==> src/common/swt_pkg.sv <==
// Package: register map, field layouts and types of the trigger block
package swt_pkg;

   // Register indices; byte address is four times the index
   localparam logic [11:0] IDX_WAKE_SEL = 12'h040;
   localparam logic [11:0] IDX_SEQ_SEL = 12'h041;
   localparam logic [11:0] IDX_CTRL = 12'h042;
   localparam logic [11:0] IDX_STATUS = 12'h043;
   localparam logic [11:0] IDX_FLAGS = 12'hd50;
   localparam logic [15:0] ADDR_WAKE_SEL = 16'({IDX_WAKE_SEL, 2'b00});
   localparam logic [15:0] ADDR_SEQ_SEL = 16'({IDX_SEQ_SEL, 2'b00});
   localparam logic [15:0] ADDR_CTRL = 16'({IDX_CTRL, 2'b00});
   localparam logic [15:0] ADDR_STATUS = 16'({IDX_STATUS, 2'b00});
   localparam logic [15:0] ADDR_FLAGS = 16'({IDX_FLAGS, 2'b00});

   // Edge positions shared by flags, wake and sequencer selects
   localparam int BIT_JACK_RISE = 2;
   localparam int BIT_JACK_FALL = 3;
   localparam int BIT_PIN_RISE = 4;
   localparam int BIT_PIN_FALL = 5;
   localparam int BIT_CLAMP_RISE = 6;
   localparam int BIT_CLAMP_FALL = 7;
   localparam logic [7:0] EDGE_MASK = 8'hfc;
   localparam logic [7:0] JACK_PIN_MASK = 8'h3c;
   localparam logic [7:0] SEL_RESET = 8'h00;
   localparam logic [7:0] FLAG_RESET = 8'h00;

   localparam logic [31:0] CTRL_RESET = 32'h0002_0016;
   localparam logic [31:0] CTRL_WMASK = 32'h003f_77f7;
   localparam logic [6:0] PIN_FN_LOGIC = 7'h01;
   localparam logic [1:0] SRC_SECOND_CLK = 2'h1;

   // Debounce time measured in slow clock periods, rounded up
   localparam int DB_TIME_US = 100;
   localparam int SLOW_CLK_HZ = 32768;
   localparam int DB_TICKS_I = (DB_TIME_US * SLOW_CLK_HZ + 999999) / 1000000;
   localparam logic [3:0] DB_TICKS = 4'(DB_TICKS_I);

   typedef enum logic [2:0] {
      CLAMP_OFF = 3'b000,
      CLAMP_JACK = 3'b001,
      CLAMP_JACK_N = 3'b010,
      CLAMP_PIN = 3'b011,
      CLAMP_PIN_N = 3'b100,
      CLAMP_AND = 3'b101,
      CLAMP_OR = 3'b110,
      CLAMP_JACK_PIN_N = 3'b111
   } swt_clamp_t;

   typedef enum logic {
      PWR_SLEEP = 1'b0,
      PWR_AWAKE = 1'b1
   } swt_pwr_t;

   typedef struct packed {
      logic [9:0] rsv3;
      logic [1:0] slow_clock_source;
      logic slow_clock_en;
      logic db_clamp;
      logic db_pin;
      logic db_jack;
      logic rsv2;
      logic [2:0] clamp_logic_select;
      logic rsv1;
      logic [6:0] pin_function_code;
      logic rsv0;
      logic pin_direction;
      logic regulator_enable_bit;
      logic jack_enable;
   } swt_ctrl_t;

   typedef struct packed {
      logic psel;
      logic penable;
      logic pwrite;
      logic [15:0] paddr;
      logic [31:0] pwdata;
   } swt_apb_req_t;

   typedef struct packed {
      logic [31:0] prdata;
      logic pready;
      logic pslverr;
   } swt_apb_rsp_t;

   typedef struct packed {
      logic jack_detect_signal;
      logic pin_derived_signal;
      logic mic_clamp_status;
   } swt_sig_t;

endpackage

==> src/hdl/swt_debounce.sv <==
// Debounce and edge detection for one always-on control signal
module swt_debounce
   import swt_pkg::*;
(
   input wire logic pclk,
   input wire logic presetn,
   input wire logic raw_in,
   input wire logic db_en,
   input wire logic slow_tick,
   output logic value_out,
   output logic rise_out,
   output logic fall_out
);

   typedef struct packed {
      logic value;
      logic [3:0] cnt;
      logic rise;
      logic fall;
   } swt_db_st_t;

   swt_db_st_t st_reg;
   swt_db_st_t st_next;

   always_comb begin
      st_next = st_reg;
      if (!db_en) begin
         st_next.value = raw_in;
         st_next.cnt = 4'h0;
      end else if (raw_in == st_reg.value) begin
         st_next.cnt = 4'h0;
      end else if (slow_tick) begin
         // Without ticks a changed input is held off indefinitely
         if (st_reg.cnt + 4'h1 >= DB_TICKS) begin
            st_next.value = raw_in;
            st_next.cnt = 4'h0;
         end else begin
            st_next.cnt = st_reg.cnt + 4'h1;
         end
      end
      st_next.rise = st_next.value & ~st_reg.value;
      st_next.fall = ~st_next.value & st_reg.value;
   end

   always_ff @(posedge pclk or negedge presetn) begin
      if (!presetn) begin
         st_reg <= '0;
      end else begin
         st_reg <= st_next;
      end
   end

   assign value_out = st_reg.value;
   assign rise_out = st_reg.rise;
   assign fall_out = st_reg.fall;

   chk_db_bypass: assert property (
      @(posedge pclk) disable iff (!presetn)
      !db_en |=> value_out == $past(raw_in))
      else $error("bypassed input not followed");

   chk_db_hold: assert property (
      @(posedge pclk) disable iff (!presetn)
      (db_en && !slow_tick) |=> $stable(value_out))
      else $error("debounced value moved without a tick");

   chk_edge_single: assert property (
      @(posedge pclk) disable iff (!presetn)
      rise_out |-> !fall_out && value_out && !$past(value_out))
      else $error("rise pulse without a transition");

endmodule

==> src/hdl/swt_sleep_wake_trigger_control.sv <==
// Sleep wake-up and sequencer edge-trigger control with APB registers
// Functional notes
// - Enabled jack detect follows jack sense pin
// - Clamp status is selectable jack/pin function
// - Each signal edge sets its own flag
// - Flags sticky, reset zero, write-one clears
// - Wake-select bits pick flags that wake
// - Wake event switches core regulator back on
// - Sequencer-select bits pick flags launching sequences
// - Sequencer launches only in normal operation
// - All three signals go to interrupt controller
// - Debounce timed by slow clock, enabled
// - Only second master clock works in sleep
// - Jack rise sequencer select at bit 2
// - Valid sequencer trigger schedules its sequence
// - Sleep interrupt from jack/pin, held till wake
//
// Decided for this implementation: the APB interface to the registers.
module swt_sleep_wake_trigger_control
   import swt_pkg::*;
(
   input wire logic pclk,
   input wire logic presetn,
   input wire swt_apb_req_t apb_req,
   output swt_apb_rsp_t apb_rsp,
   input wire logic jack_sense_pin,
   input wire logic wake_capable_pin,
   input wire logic first_clk_tick,
   input wire logic second_clk_tick,
   input wire logic irq_ctrl_req,
   output logic core_regulator_en,
   output logic seq_launch,
   output logic [7:0] seq_source,
   output swt_sig_t irq_sources,
   output logic irq_req
);

   typedef struct packed {
      logic [7:0] wake_sel;
      logic [7:0] seq_sel;
      logic [7:0] flags;
      swt_ctrl_t ctrl;
      swt_pwr_t pwr;
      logic regulator;
      swt_apb_rsp_t rsp;
      logic seq_launch;
      logic [7:0] seq_src;
      swt_sig_t srcs;
      logic irq;
   } swt_top_st_t;

   swt_top_st_t st_reg;
   swt_top_st_t st_next;

   logic jack_raw;
   logic pin_raw;
   logic clamp_raw;
   logic slow_tick;
   logic asleep;
   logic jack_val;
   logic jack_rise;
   logic jack_fall;
   logic pin_val;
   logic pin_rise;
   logic pin_fall;
   logic clamp_val;
   logic clamp_rise;
   logic clamp_fall;
   logic [7:0] edge_set;
   logic [7:0] w1c;
   logic [7:0] wake_hit;
   logic [7:0] seq_hit;
   logic setup;
   logic access;
   logic hit;
   logic [31:0] rdata;
   logic [31:0] status;

   assign asleep = (st_reg.pwr == PWR_SLEEP);

   // Input conditioning ahead of the debouncers
   always_comb begin
      jack_raw = jack_sense_pin & st_reg.ctrl.jack_enable;
      // Pin only counts when configured as a logic-level input
      pin_raw = wake_capable_pin & st_reg.ctrl.pin_direction &
                (st_reg.ctrl.pin_function_code == PIN_FN_LOGIC);
      case (swt_clamp_t'(st_reg.ctrl.clamp_logic_select))
         CLAMP_OFF: clamp_raw = 1'b0;
         CLAMP_JACK: clamp_raw = jack_raw;
         CLAMP_JACK_N: clamp_raw = ~jack_raw;
         CLAMP_PIN: clamp_raw = pin_raw;
         CLAMP_PIN_N: clamp_raw = ~pin_raw;
         CLAMP_AND: clamp_raw = jack_raw & pin_raw;
         CLAMP_OR: clamp_raw = jack_raw | pin_raw;
         CLAMP_JACK_PIN_N: clamp_raw = jack_raw & ~pin_raw;
         default: clamp_raw = 1'b0;
      endcase
   end

   // First master clock is dead in sleep, so its ticks are ignored there
   always_comb begin
      if (!st_reg.ctrl.slow_clock_en) begin
         slow_tick = 1'b0;
      end else if (st_reg.ctrl.slow_clock_source == SRC_SECOND_CLK) begin
         slow_tick = second_clk_tick;
      end else begin
         slow_tick = first_clk_tick & ~asleep;
      end
   end

   swt_debounce u_db_jack (
      .pclk(pclk),
      .presetn(presetn),
      .raw_in(jack_raw),
      .db_en(st_reg.ctrl.db_jack),
      .slow_tick(slow_tick),
      .value_out(jack_val),
      .rise_out(jack_rise),
      .fall_out(jack_fall)
   );

   swt_debounce u_db_pin (
      .pclk(pclk),
      .presetn(presetn),
      .raw_in(pin_raw),
      .db_en(st_reg.ctrl.db_pin),
      .slow_tick(slow_tick),
      .value_out(pin_val),
      .rise_out(pin_rise),
      .fall_out(pin_fall)
   );

   swt_debounce u_db_clamp (
      .pclk(pclk),
      .presetn(presetn),
      .raw_in(clamp_raw),
      .db_en(st_reg.ctrl.db_clamp),
      .slow_tick(slow_tick),
      .value_out(clamp_val),
      .rise_out(clamp_rise),
      .fall_out(clamp_fall)
   );

   always_comb begin
      edge_set = 8'h00;
      edge_set[BIT_JACK_RISE] = jack_rise;
      edge_set[BIT_JACK_FALL] = jack_fall;
      edge_set[BIT_PIN_RISE] = pin_rise;
      edge_set[BIT_PIN_FALL] = pin_fall;
      edge_set[BIT_CLAMP_RISE] = clamp_rise;
      edge_set[BIT_CLAMP_FALL] = clamp_fall;
   end

   assign status = {26'h0, st_reg.irq, st_reg.regulator, asleep,
                    clamp_val, pin_val, jack_val};

   // APB decode; the control interface is refused while asleep
   assign setup = apb_req.psel & ~apb_req.penable;
   assign access = apb_req.psel & apb_req.penable & st_reg.rsp.pready;

   always_comb begin
      hit = ~asleep;
      rdata = 32'h0;
      case (apb_req.paddr)
         ADDR_WAKE_SEL: rdata = {24'h0, st_reg.wake_sel};
         ADDR_SEQ_SEL: rdata = {24'h0, st_reg.seq_sel};
         ADDR_CTRL: rdata = st_reg.ctrl;
         ADDR_STATUS: rdata = status;
         ADDR_FLAGS: rdata = {24'h0, st_reg.flags};
         default: hit = 1'b0;
      endcase
   end

   always_comb begin
      w1c = 8'h00;
      if (access && apb_req.pwrite && !st_reg.rsp.pslverr &&
          apb_req.paddr == ADDR_FLAGS) begin
         w1c = apb_req.pwdata[7:0] & EDGE_MASK;
      end
   end

   always_comb begin
      st_next = st_reg;
      st_next.rsp.pready = setup;
      if (setup) begin
         st_next.rsp.prdata = hit ? rdata : 32'h0;
         st_next.rsp.pslverr = ~hit;
      end
      if (access && apb_req.pwrite && !st_reg.rsp.pslverr) begin
         case (apb_req.paddr)
            ADDR_WAKE_SEL:
               st_next.wake_sel = apb_req.pwdata[7:0] & EDGE_MASK;
            ADDR_SEQ_SEL:
               st_next.seq_sel = apb_req.pwdata[7:0] & EDGE_MASK;
            ADDR_CTRL:
               st_next.ctrl = apb_req.pwdata & CTRL_WMASK;
            default: st_next.ctrl = st_reg.ctrl;
         endcase
      end

      // Set wins over a simultaneous clear
      st_next.flags = (st_reg.flags & ~w1c) | edge_set;

      // A held wake-selected flag keeps the regulator on; clearing it may drop supply
      wake_hit = st_next.flags & st_reg.wake_sel;
      case (st_reg.pwr)
         PWR_AWAKE: begin
            if (!st_next.ctrl.regulator_enable_bit && wake_hit == 8'h00) begin
               st_next.pwr = PWR_SLEEP;
            end
         end
         PWR_SLEEP: begin
            if (wake_hit != 8'h00 || st_next.ctrl.regulator_enable_bit) begin
               st_next.pwr = PWR_AWAKE;
            end
         end
         default: st_next.pwr = PWR_AWAKE;
      endcase
      st_next.regulator = (st_next.pwr == PWR_AWAKE);

      // The waking edge finds the block asleep and launches nothing
      seq_hit = edge_set & st_reg.seq_sel;
      st_next.seq_launch = ~asleep & (seq_hit != 8'h00);
      st_next.seq_src = asleep ? 8'h00 : seq_hit;

      st_next.srcs.jack_detect_signal = jack_val;
      st_next.srcs.pin_derived_signal = pin_val;
      st_next.srcs.mic_clamp_status = clamp_val;

      if (asleep) begin
         // Only jack or pin edges may raise it, and it holds till wake
         st_next.irq = st_reg.irq |
                       ((edge_set & JACK_PIN_MASK) != 8'h00);
      end else begin
         st_next.irq = irq_ctrl_req;
      end
   end

   always_ff @(posedge pclk or negedge presetn) begin
      if (!presetn) begin
         st_reg <= '0;
         st_reg.wake_sel <= SEL_RESET;
         st_reg.seq_sel <= SEL_RESET;
         st_reg.flags <= FLAG_RESET;
         st_reg.ctrl <= CTRL_RESET;
         st_reg.pwr <= PWR_AWAKE;
         st_reg.regulator <= 1'b1;
      end else begin
         st_reg <= st_next;
      end
   end

   assign apb_rsp = st_reg.rsp;
   assign core_regulator_en = st_reg.regulator;
   assign seq_launch = st_reg.seq_launch;
   assign seq_source = st_reg.seq_src;
   assign irq_sources = st_reg.srcs;
   assign irq_req = st_reg.irq;

   chk_flag_sticky: assert property (
      @(posedge pclk) disable iff (!presetn)
      ($past(st_reg.flags) & ~st_reg.flags & ~$past(w1c)) == 8'h00)
      else $error("edge flag cleared without a write of one");

   chk_edge_sets_flag: assert property (
      @(posedge pclk) disable iff (!presetn)
      jack_rise |=> st_reg.flags[BIT_JACK_RISE])
      else $error("jack rise did not set its flag");

   chk_clamp_fall_flag: assert property (
      @(posedge pclk) disable iff (!presetn)
      clamp_fall |=> st_reg.flags[BIT_CLAMP_FALL])
      else $error("clamp fall did not set its flag");

   // Covers every edge, including one that meets a write-one clear
   chk_edge_flags_all: assert property (
      @(posedge pclk) disable iff (!presetn)
      edge_set != 8'h00
      |=> (st_reg.flags & $past(edge_set)) == $past(edge_set))
      else $error("edge did not set its flag");

   chk_seq_source: assert property (
      @(posedge pclk) disable iff (!presetn)
      seq_launch == (seq_source != 8'h00))
      else $error("sequence source without launch");

   chk_wake_regulator: assert property (
      @(posedge pclk) disable iff (!presetn)
      (asleep && (edge_set & st_reg.wake_sel) != 8'h00)
      |=> core_regulator_en && !asleep)
      else $error("wake edge did not restore regulator");

   chk_no_seq_asleep: assert property (
      @(posedge pclk) disable iff (!presetn)
      seq_launch |-> $past(st_reg.pwr) == PWR_AWAKE)
      else $error("sequence launched from sleep");

   chk_seq_launch: assert property (
      @(posedge pclk) disable iff (!presetn)
      (!asleep && jack_rise && st_reg.seq_sel[BIT_JACK_RISE])
      |=> seq_launch && seq_source[BIT_JACK_RISE])
      else $error("selected edge did not launch a sequence");

   chk_irq_hold_sleep: assert property (
      @(posedge pclk) disable iff (!presetn)
      (asleep && irq_req) |=> irq_req)
      else $error("interrupt released while asleep");

   chk_irq_sleep_src: assert property (
      @(posedge pclk) disable iff (!presetn)
      ($rose(irq_req) && $past(asleep))
      |-> $past((edge_set & JACK_PIN_MASK) != 8'h00))
      else $error("sleep interrupt without jack or pin edge");

   chk_jack_follow: assert property (
      @(posedge pclk) disable iff (!presetn)
      (st_reg.ctrl.jack_enable && !st_reg.ctrl.db_jack)
      |=> jack_val == $past(jack_sense_pin))
      else $error("jack detect does not follow sense pin");

   chk_sleep_clock: assert property (
      @(posedge pclk) disable iff (!presetn)
      (asleep && st_reg.ctrl.slow_clock_source != SRC_SECOND_CLK)
      |-> !slow_tick)
      else $error("first master clock ticked in sleep");

   cov_wake: cover property (
      @(posedge pclk) disable iff (!presetn)
      asleep ##1 !asleep);

   cov_seq: cover property (
      @(posedge pclk) disable iff (!presetn)
      seq_launch);

   cov_clear: cover property (
      @(posedge pclk) disable iff (!presetn)
      w1c != 8'h00);

   cov_sleep_irq: cover property (
      @(posedge pclk) disable iff (!presetn)
      asleep && irq_req);

endmodule

==> config.mk <==
export PLATFORM = sky130hd
export DESIGN_NAME = swt_sleep_wake_trigger_control
export DESIGN_NICKNAME = d
export VERILOG_FILES = /design/src/common/swt_pkg.sv /design/src/hdl/swt_debounce.sv /design/src/hdl/swt_sleep_wake_trigger_control.sv
export SDC_FILE = /design/constraint.sdc
export NUM_CORES = 1
export LEC_CHECK = 0
export BUFFER_PORTS_ARGS = -buffer_cell sky130_fd_sc_hd__buf_4
export CORE_MARGIN = 10
export CORE_UTILIZATION = 42
export DETAILED_ROUTE_END_ITERATION = 12
export GPL_ROUTABILITY_DRIVEN = 0
export HOLD_SLACK_MARGIN = 0.1
export PLACE_DENSITY_LB_ADDON = 0.15
export RECOVER_POWER = 50
export SETUP_SLACK_MARGIN = 0.1
export SLEW_MARGIN = 20
export SYNTH_ARGS = -nofsm -noshare
export SYNTH_HDL_FRONTEND = slang
export SYNTH_HIERARCHICAL = 1
export SYNTH_SLANG_ARGS = --single-unit
==> constraint.sdc <==
create_clock -name pclk -period 2.7 [get_ports pclk]
set_clock_uncertainty 0.1 [all_clocks]
set_input_delay 0.27 -clock pclk [delete_from_list [all_inputs] [get_ports pclk]]
set_output_delay 0.27 -clock pclk [all_outputs]
set_load 0.01 [all_outputs]
==> impl_metrics.json, run 1 <==
{
  "post-route-period-util_pct": 89.3,
  "cts_buffers": 9,
  "synth_top_area_share_pct": 45.9,
  "slew_viol_final": 0,
  "clk_latency_ns": 0.33,
  "cts_tree": "built",
  "async_flop_share_pct": 100,
  "die_area_um2": 15900,
  "worstPathArrival_ns": 2.53,
  "crit_family": "compound AO/OA/AOI/OAI gates",
  "routed_wl_mm": 11.9,
  "period_needed_ns": 2.41,
  "drtPass1Iterations": 4,
  "pin_count": 106,
  "required_ns": 2.82,
  "worstSetupEndpointType": "register",
  "ys_seq_elements": 92,
  "drtIter0Drc": 253,
  "layout-drive-gt1-share_pct": 23.5,
  "largest_register_ffs": 37,
  "nNetsFinal": 563,
  "num_vias": 3512,
  "place_hpwl_mm": 9.00,
  "grt_pass1_wl_mm": 20.0,
  "die-height_um": 126,
  "rsz0062_at_grt": "false",
  "max-cap-violations": 0,
  "core_area_um2": 10900,
  "drc_errors": 0,
  "antenna_left": 0,
  "num_rows": 38,
  "h-tree-depth": 3,
  "die_w_um": 126,
  "synth_commonest_cells": "dfrtp_1 (87), buf_4 (48), nand2_1 (29)",
  "hold_class": "input pin to register",
  "hold_viol": 0,
  "synth_cell_type_count": 56,
  "yosys.area.top_type": "dfrtp_1",
  "grt_pass1_vias": 3770,
  "gr-total-overflow": 0,
  "synth_area_per_cell_um2": 11.2,
  "antenna_found_initial": 0,
  "top_layer": "met4",
  "routed-wl-met2_mm": 6.04,
  "track_usage_pct": 15.3,
  "max_freq_ghz": 0.415,
  "slew_headroom_pct": 32.2,
  "fin_setup_tns_ns": 0,
  "synth_ff_type": "dfrtp_1",
  "cp_slowest_cell": "dfstp_2",
  "start_util_pct": 43.3,
  "portBuffers": 79,
  "post-route-util_pct": 51.5,
  "cpPeakStageDelay_ns": 0.54,
  "wl_met1_mm": 5.17,
  "power_density_nw_per_um2": 495,
  "crit_type": "register to register",
  "worstPathMaxFanout": 5,
  "grt_max_degree": 41,
  "setup_viol_count_final": 0,
  "synthTopCellsByArea": "dfrtp_1 (46%), buf_4 (7.6%), mux2_2 (5.9%), mux2_1 (3.1%), dfstp_2 (2.8%)",
  "wire_per_inst_um": 18.4,
  "avgViaCountPerCell": 5.43,
  "yosysSeqAreaShare_pct": 48.7,
  "post_synth_inst_count": 423,
  "start_kind": "register",
  "antennaDiodeCount": 0,
  "clkTransAtPathRegs_ns": 0.07,
  "netlist_area_um2": 4740,
  "synth_warnings": 6,
  "clock-sinks": 92,
  "cpMostUsedCell": "a211o_1",
  "power.leakage_nw": 2.61,
  "max-clock-path-buffers": 2,
  "tightestPinTransition_ns": 1.02,
  "yosysMostFrequentCell": "dfrtp_1",
  "synth-edff-count": 0,
  "area_growth_pct": 18.9,
  "cts-root-buf": "clkbuf_16",
  "run_status": "complete, no violations",
  "crit_chain": "nor4b_4, nand4_1, mux2i_1, a22o_1, a211o_1, nand2_1, mux2_1, nor2_1, a211o_1",
  "peakVddDrop_mv": 0.240,
  "worst-path-buf-inv": 0,
  "wl_met3_um": 569
}
## power breakdown
part	internal, mW	switching (mW)
registers	1.38	0.000343
clock network	0.742	0.508
logic	0.0735	0.0857
## cell type report
type	count	area (um2)
Sequential cell	92	2310
Clock buffer	12	246
Inverter	10	37.5
Clock inverter	4	50.0
Fill cell	1016	5300
Tap cell	140	175
Timing Repair Buffer	113	757
Multi-Input combinational cell	276	2060
## timing repair
item                                    4_1_cts  5_1_grt
hold endpoints to repair                     54        0
endpoints found under the setup margin        0        5
gates resized for setup                       0        2
hold buffers                                 19        0
buffers inserted                              0        1
## stage by stage
| step | hold WS (ns) | power [mW] | area, um2 | worst slack (ns) | std cells |
|---|---|---|---|---|---|
| detailed placement | 0.183 | 1.55 | 5260 | 0.117 | 611 |
| global route | 0.122 | 2.90 | 5630 | 0.111 | 647 |
| finish | 0.117 | 2.79 | 5630 | 0.290 | 647 |
| CTS | 0.103 | 2.83 | 5750 | 0.115 | 646 |
| floorplan | -0.126 | 1.46 | 4790 | 0.355 | 436 |
| global placement | 0.185 | 1.55 | 5260 | 0.183 | 611 |
## cell families (layout without fill, tap and decap cells)
kind of cell               count (synthesis)  after routing  share of synthesized area [%]
and+or+nand+nor                          127            127                           16.6
DFF                                       92             92                           48.7
AOI/OAI and AO/OA                         81             81                           12.7
buffers and inverters                     68            139                           9.45
muxes                                     45             45                           10.5
xor gates and xnor gates                   6              6                           1.11
adders and majority gates                  3              3                          0.792
other                                      1             14                         0.0791
## layer usage
layer	vias to the layer above	GRT usage, %
li1	1654	-
met1	1763	19.2
met2	89	25.1
met3	6	3.90
met4	0	4.96
met5	-	0
## path summary, 6_finish.rpt
check | cells after the start | end | startpoint | slack [ns]
min reg2reg | 2 | apb_rsp[4] | apb_rsp[4] | 0.39
max reg2reg | 9 | u_db_clamp/value_out | st_reg[53] | 0.29
max | 9 | u_db_clamp/value_out | st_reg[53] | 0.29
min | 2 | st_reg[95] | apb_req[6] | 0.12
max in group asynchronous | 3 | u_db_pin/fall_out | presetn | 0.61
min in group asynchronous | 2 | st_reg[84] | presetn | 0.53
## placed cells by master (no fill, tap or decap), types with 10 or more instances in the layout
master,n
conb_1,14
clkbuf_1,37
nand2_1,29
dfrtp_1,87
inv_1,10
nor2_1,16
a22o_1,13
mux2_2,25
nand4_1,11
buf_4,55
dlygate4sd3_1,19
a21oi_1,10
mux2_1,13
a22oi_1,12
nand2b_1,13
Note: power is estimated with default switching activity, not from simulation.
==> inputs of run 2 (changes only) <==
Settings changed: PLACE_DENSITY_LB_ADDON 0.15 to default.
==> impl_metrics.json, run 2 (synthesized netlist as in run 1, its figures left out) <==
{
  "grt_max_degree": 54,
  "drtIter0Drc": 201,
  "pin_count": 106,
  "top_layer": "met4",
  "wl_met3_um": 637,
  "peakVddDrop_mv": 0.379,
  "crit_type": "register to register",
  "clock-sinks": 92,
  "die_w_um": 126,
  "n_fill_cell": 1010,
  "slew_viol_final": 0,
  "dp.cells": 605,
  "period_needed_ns": 2.43,
  "gr-total-overflow": 0,
  "antenna_found_initial": 0,
  "clkTransAtPathRegs_ns": 0.07,
  "drc_errors": 0,
  "worst_slack_ns": 0.265,
  "avgViaCountPerCell": 5.44,
  "worstPathMaxFanout": 4,
  "start_util_pct": 43.3,
  "tightestPinTransition_ns": 0.968,
  "cts-root-buf": "clkbuf_16",
  "wire_per_inst_um": 18.1,
  "hold_class": "input pin to register",
  "max_freq_ghz": 0.411,
  "grt_pass1_vias": 3529,
  "worstPathArrival_ns": 2.56,
  "antenna_left": 0,
  "wl_met1_mm": 5.15,
  "largest_register_ffs": 37,
  "cts_tree": "built",
  "r2r_cells": 9,
  "die_area_um2": 15900,
  "post-route-util_pct": 51.6,
  "run_status": "complete, no violations",
  "cts_buffers": 9,
  "fin_cells": 642,
  "holdPathStages": 2,
  "num_vias": 3493,
  "nNetsFinal": 558,
  "post-place-ws_ns": 0.0915,
  "portBuffers": 79,
  "required_ns": 2.82,
  "core_area_um2": 10900,
  "layout-drive-gt1-share_pct": 23.5,
  "max-clock-path-buffers": 2,
  "power.leakage_nw": 2.61,
  "grt_pass1_wl_mm": 18.9,
  "drtPass1Iterations": 5,
  "die-height_um": 126,
  "power_density_nw_per_um2": 521,
  "h-tree-depth": 3,
  "max-cap-violations": 0,
  "rsz0062_at_grt": "false",
  "mostFrequentLayoutCells": "dfrtp_1 (87), buf_4 (54), clkbuf_1 (34), nand2_1 (29), mux2_2 (25)",
  "layout_commonest_cell": "dfrtp_1",
  "slew_headroom_pct": 35.5,
  "fin_hold_ws_ns": 0.106,
  "place_hpwl_mm": 8.69,
  "fin_setup_tns_ns": 0,
  "routed-wl-met2_mm": 5.74,
  "setup_viol_count_final": 0,
  "antennaDiodeCount": 0,
  "worstSetupEndpointType": "register",
  "clk_latency_ns": 0.34,
  "post-route-period-util_pct": 90.2,
  "num_rows": 38,
  "routed_wl_mm": 11.6,
  "hold_viol": 0,
  "rrSetupSlack_ns": 0.27,
  "track_usage_pct": 14.5,
  "area_growth_pct": 19.0,
  "start_kind": "register"
}
-- run 2: cell count changes in the layout (fill, tap and decap cells not counted) --
cell and delta:
nor4b_2 +1, dlygate4sd3_1 -1, clkbuf_4 +1, clkbuf_1 -3
nor4b_4 -1, buf_4 -1, clkinvlp_4 -1, clkbuf_8 +2
bufinv_16 +1, clkinv_2 -1, clkbuf_2 -2
-- run 2: area by class of cell --
class	instances	area, um2	area share [%]
Sequential cell	92	2310	40.9
Multi-Input combinational cell	276	2050	36.4
Timing Repair Buffer	108	729	12.9
Clock buffer	13	270	4.79
Tap cell	140	175	3.11
Clock inverter	3	67.6	1.20
Inverter	10	37.5	0.666
-- run 2: critical path, cell delays in order (launching register included) --
cell	delay (ns)
dfstp_2	0.54
nor4b_2	0.19
nand4_1	0.23
mux2i_1	0.17
a22o_1	0.23
a211o_1	0.32
nand2_1	0.10
mux2_1	0.13
nor2_1	0.04
a211o_1	0.28
-- run 2: repair_timing --
item / 4_1_cts / 5_1_grt
endpoints found under the hold margin: 55 / 0
hold buffers: 18 / 0
endpoints found under the setup margin: 1 / 4
setup buffers: 2 / 1
resized for setup: 0 / 1
pin swaps: 1 / 2
-- run 2: path summary, 6_finish.rpt --
check / startpoint / to
hold reg to reg: apb_rsp[7] / apb_rsp[7]
min in group asynchronous: presetn / seq_source[5]
setup / recovery: st_reg[53] / u_db_clamp/value_out
hold / removal: apb_req[7] / st_reg[56]
max in group asynchronous: presetn / st_reg[62]
setup reg to reg: st_reg[53] / u_db_clamp/value_out
-- run 2: metrics by stage --
step                      instance area [um2]  power (mW)
after floorplan                          4790        1.46
after global placement                   5230        1.54
after detailed placement                 5230        1.55
after CTS                                5760        2.98
after global routing                     5640        3.04
final                                    5640        2.94
-- run 2: routing by layer --
layer | up-vias | global-route usage [%]
met5 | - | 0
met4 | 0 | 5.09
met3 | 10 | 3.98
met2 | 88 | 23.5
met1 | 1754 | 18.3
li1 | 1641 | -
-- run 2: power by group --
group	internal [mW]	switching [mW]
Sequential	1.38	0.000327
Combinational	0.0712	0.0847
Clock	0.888	0.516
==> inputs of run 3 (changes only) <==
Settings changed: BUFFER_PORTS_ARGS -buffer_cell sky130_fd_sc_hd__buf_4 to default, DONT_BUFFER_PORTS from default to 1.
==> impl_metrics.json, run 3 (synthesized netlist as in run 1, its figures left out) <==
{
  "power.leakage_nw": 2.36,
  "power_density_nw_per_um2": 539,
  "worst-path-buf-inv": 0,
  "setup_viol_count_final": 0,
  "avgViaCountPerCell": 5.73,
  "drtIter0Drc": 167,
  "top_layer": "met4",
  "nNetsFinal": 484,
  "cpMostUsedCell": "a211o_1",
  "drc_errors": 0,
  "start_kind": "register",
  "portBuffers": 0,
  "wire_per_inst_um": 20.5,
  "num_vias": 3256,
  "dp.cells": 524,
  "max-clock-path-buffers": 2,
  "grt_pass1_wl_mm": 18.2,
  "gr-total-overflow": 0,
  "layout-drive-gt1-share_pct": 16.4,
  "crit_chain": "nor4b_2, nand4_1, mux2i_1, a22o_1, a211o_1, nand2_1, mux2_1, nor2_1, a211o_1",
  "layout_commonest_cell": "dfrtp_1",
  "fin_cells": 568,
  "cpPeakStageDelay_ns": 0.54,
  "cp_slowest_cell": "dfstp_2",
  "final_area_um2": 5200,
  "die-height_um": 126,
  "antenna_found_initial": 0,
  "fin_setup_tns_ns": 0,
  "placed_area_um2": 4610,
  "hold_viol": 0,
  "slew_viol_final": 0,
  "mostFrequentLayoutCells": "dfrtp_1 (87), nand2_1 (29), mux2_2 (25), dlygate4sd3_1 (25), nor2_1 (16)",
  "area_growth_pct": 9.64,
  "core_area_um2": 10900,
  "rsz0062_at_grt": "false",
  "wl_met3_um": 869,
  "worstPathMaxFanout": 5,
  "drtPass1Iterations": 4,
  "antenna_left": 0,
  "place_hpwl_mm": 8.22,
  "max-cap-violations": 0,
  "worstSetupEndpointType": "register",
  "pin_count": 106,
  "period_needed_ns": 2.41,
  "routed_wl_mm": 11.6,
  "worst_slack_ns": 0.293,
  "worstPathArrival_ns": 2.54,
  "hold_class": "input pin to register",
  "crit_family": "compound AO/OA/AOI/OAI gates",
  "die_w_um": 126,
  "largest_register_ffs": 37,
  "max_freq_ghz": 0.415,
  "power_mw": 2.80,
  "track_usage_pct": 14.0,
  "post-place-ws_ns": 0.103,
  "antennaDiodeCount": 0,
  "routed-wl-met2_mm": 5.65,
  "num_rows": 38,
  "cts-root-buf": "clkbuf_16",
  "clock-sinks": 92,
  "cts_tree": "built",
  "start_util_pct": 43.3,
  "grt_max_degree": 93,
  "run_status": "complete, no violations",
  "die_area_um2": 15900,
  "clkTransAtPathRegs_ns": 0.07,
  "wl_met1_mm": 4.98,
  "grt_pass1_vias": 3261,
  "post-route-period-util_pct": 89.2,
  "peakVddDrop_mv": 0.262,
  "slew_headroom_pct": 17.4,
  "required_ns": 2.83,
  "crit_type": "register to register",
  "clk_latency_ns": 0.34,
  "cts_buffers": 9,
  "h-tree-depth": 3,
  "tightestPinTransition_ns": 1.24
}
==> run 3: layer usage <==
metal / vias to the layer above / global-route usage, %
met5: - / 0
met4: 0 / 4.42
met3: 14 / 4.95
met2: 108 / 22.4
met1: 1642 / 17.3
li1: 1492 / -
==> run 3: worst register-to-register path, stage by stage (launching register included) <==
cell	delay [ns]
dfstp_2	0.54
nor4b_2	0.19
nand4_1	0.18
mux2i_1	0.16
a22o_1	0.25
a211o_1	0.35
nand2_1	0.09
mux2_1	0.13
nor2_1	0.04
a211o_1	0.26
==> run 3: final cells by class <==
class                           instances  area [um2]
Clock inverter                          5        57.6
Fill cell                            1016        5740
Clock buffer                           11         253
Timing Repair Buffer                   34         314
Inverter                               10        37.5
Sequential cell                        92        2310
Multi-Input combinational cell        276        2050
Tap cell                              140         175
==> run 3: repair_timing <==
action                                  CTS  global route
endpoints found under the setup margin    1             3
buffers inserted                          2             0
endpoints found under the hold margin   133             0
resized for setup                         0             1
pin swaps                                 1             0
hold buffers                             26             0
==> run 3: power breakdown <==
part,internal [mW],switching [mW],total (mW)
registers,1.38,0.000838,1.38
clock network,0.772,0.545,1.32
logic,0.0370,0.0656,0.103
total,2.19,0.612,2.80
==> run 3: final timing paths <==
check                      depth (start not counted)  slack (ns)         from              endpoint
setup / recovery                                   9        0.29   st_reg[53]  u_db_clamp/value_out
hold / removal                                     2        0.12  apb_req[34]            st_reg[50]
setup reg to reg                                   9        0.29   st_reg[53]  u_db_clamp/value_out
hold reg to reg                                    1        0.41   st_reg[68]            st_reg[68]
max in group asynchronous                          2        1.04      presetn            st_reg[62]
min in group asynchronous                          2        0.69      presetn            st_reg[95]
==> run 3: stage by stage <==
stage	util [%]	hold WS, ns
after floorplan	-	-0.126
after global placement	42.2	-0.122
after detailed placement	42.2	-0.121
after CTS	47.7	0.102
after global routing	47.5	0.117
final	47.5	0.119
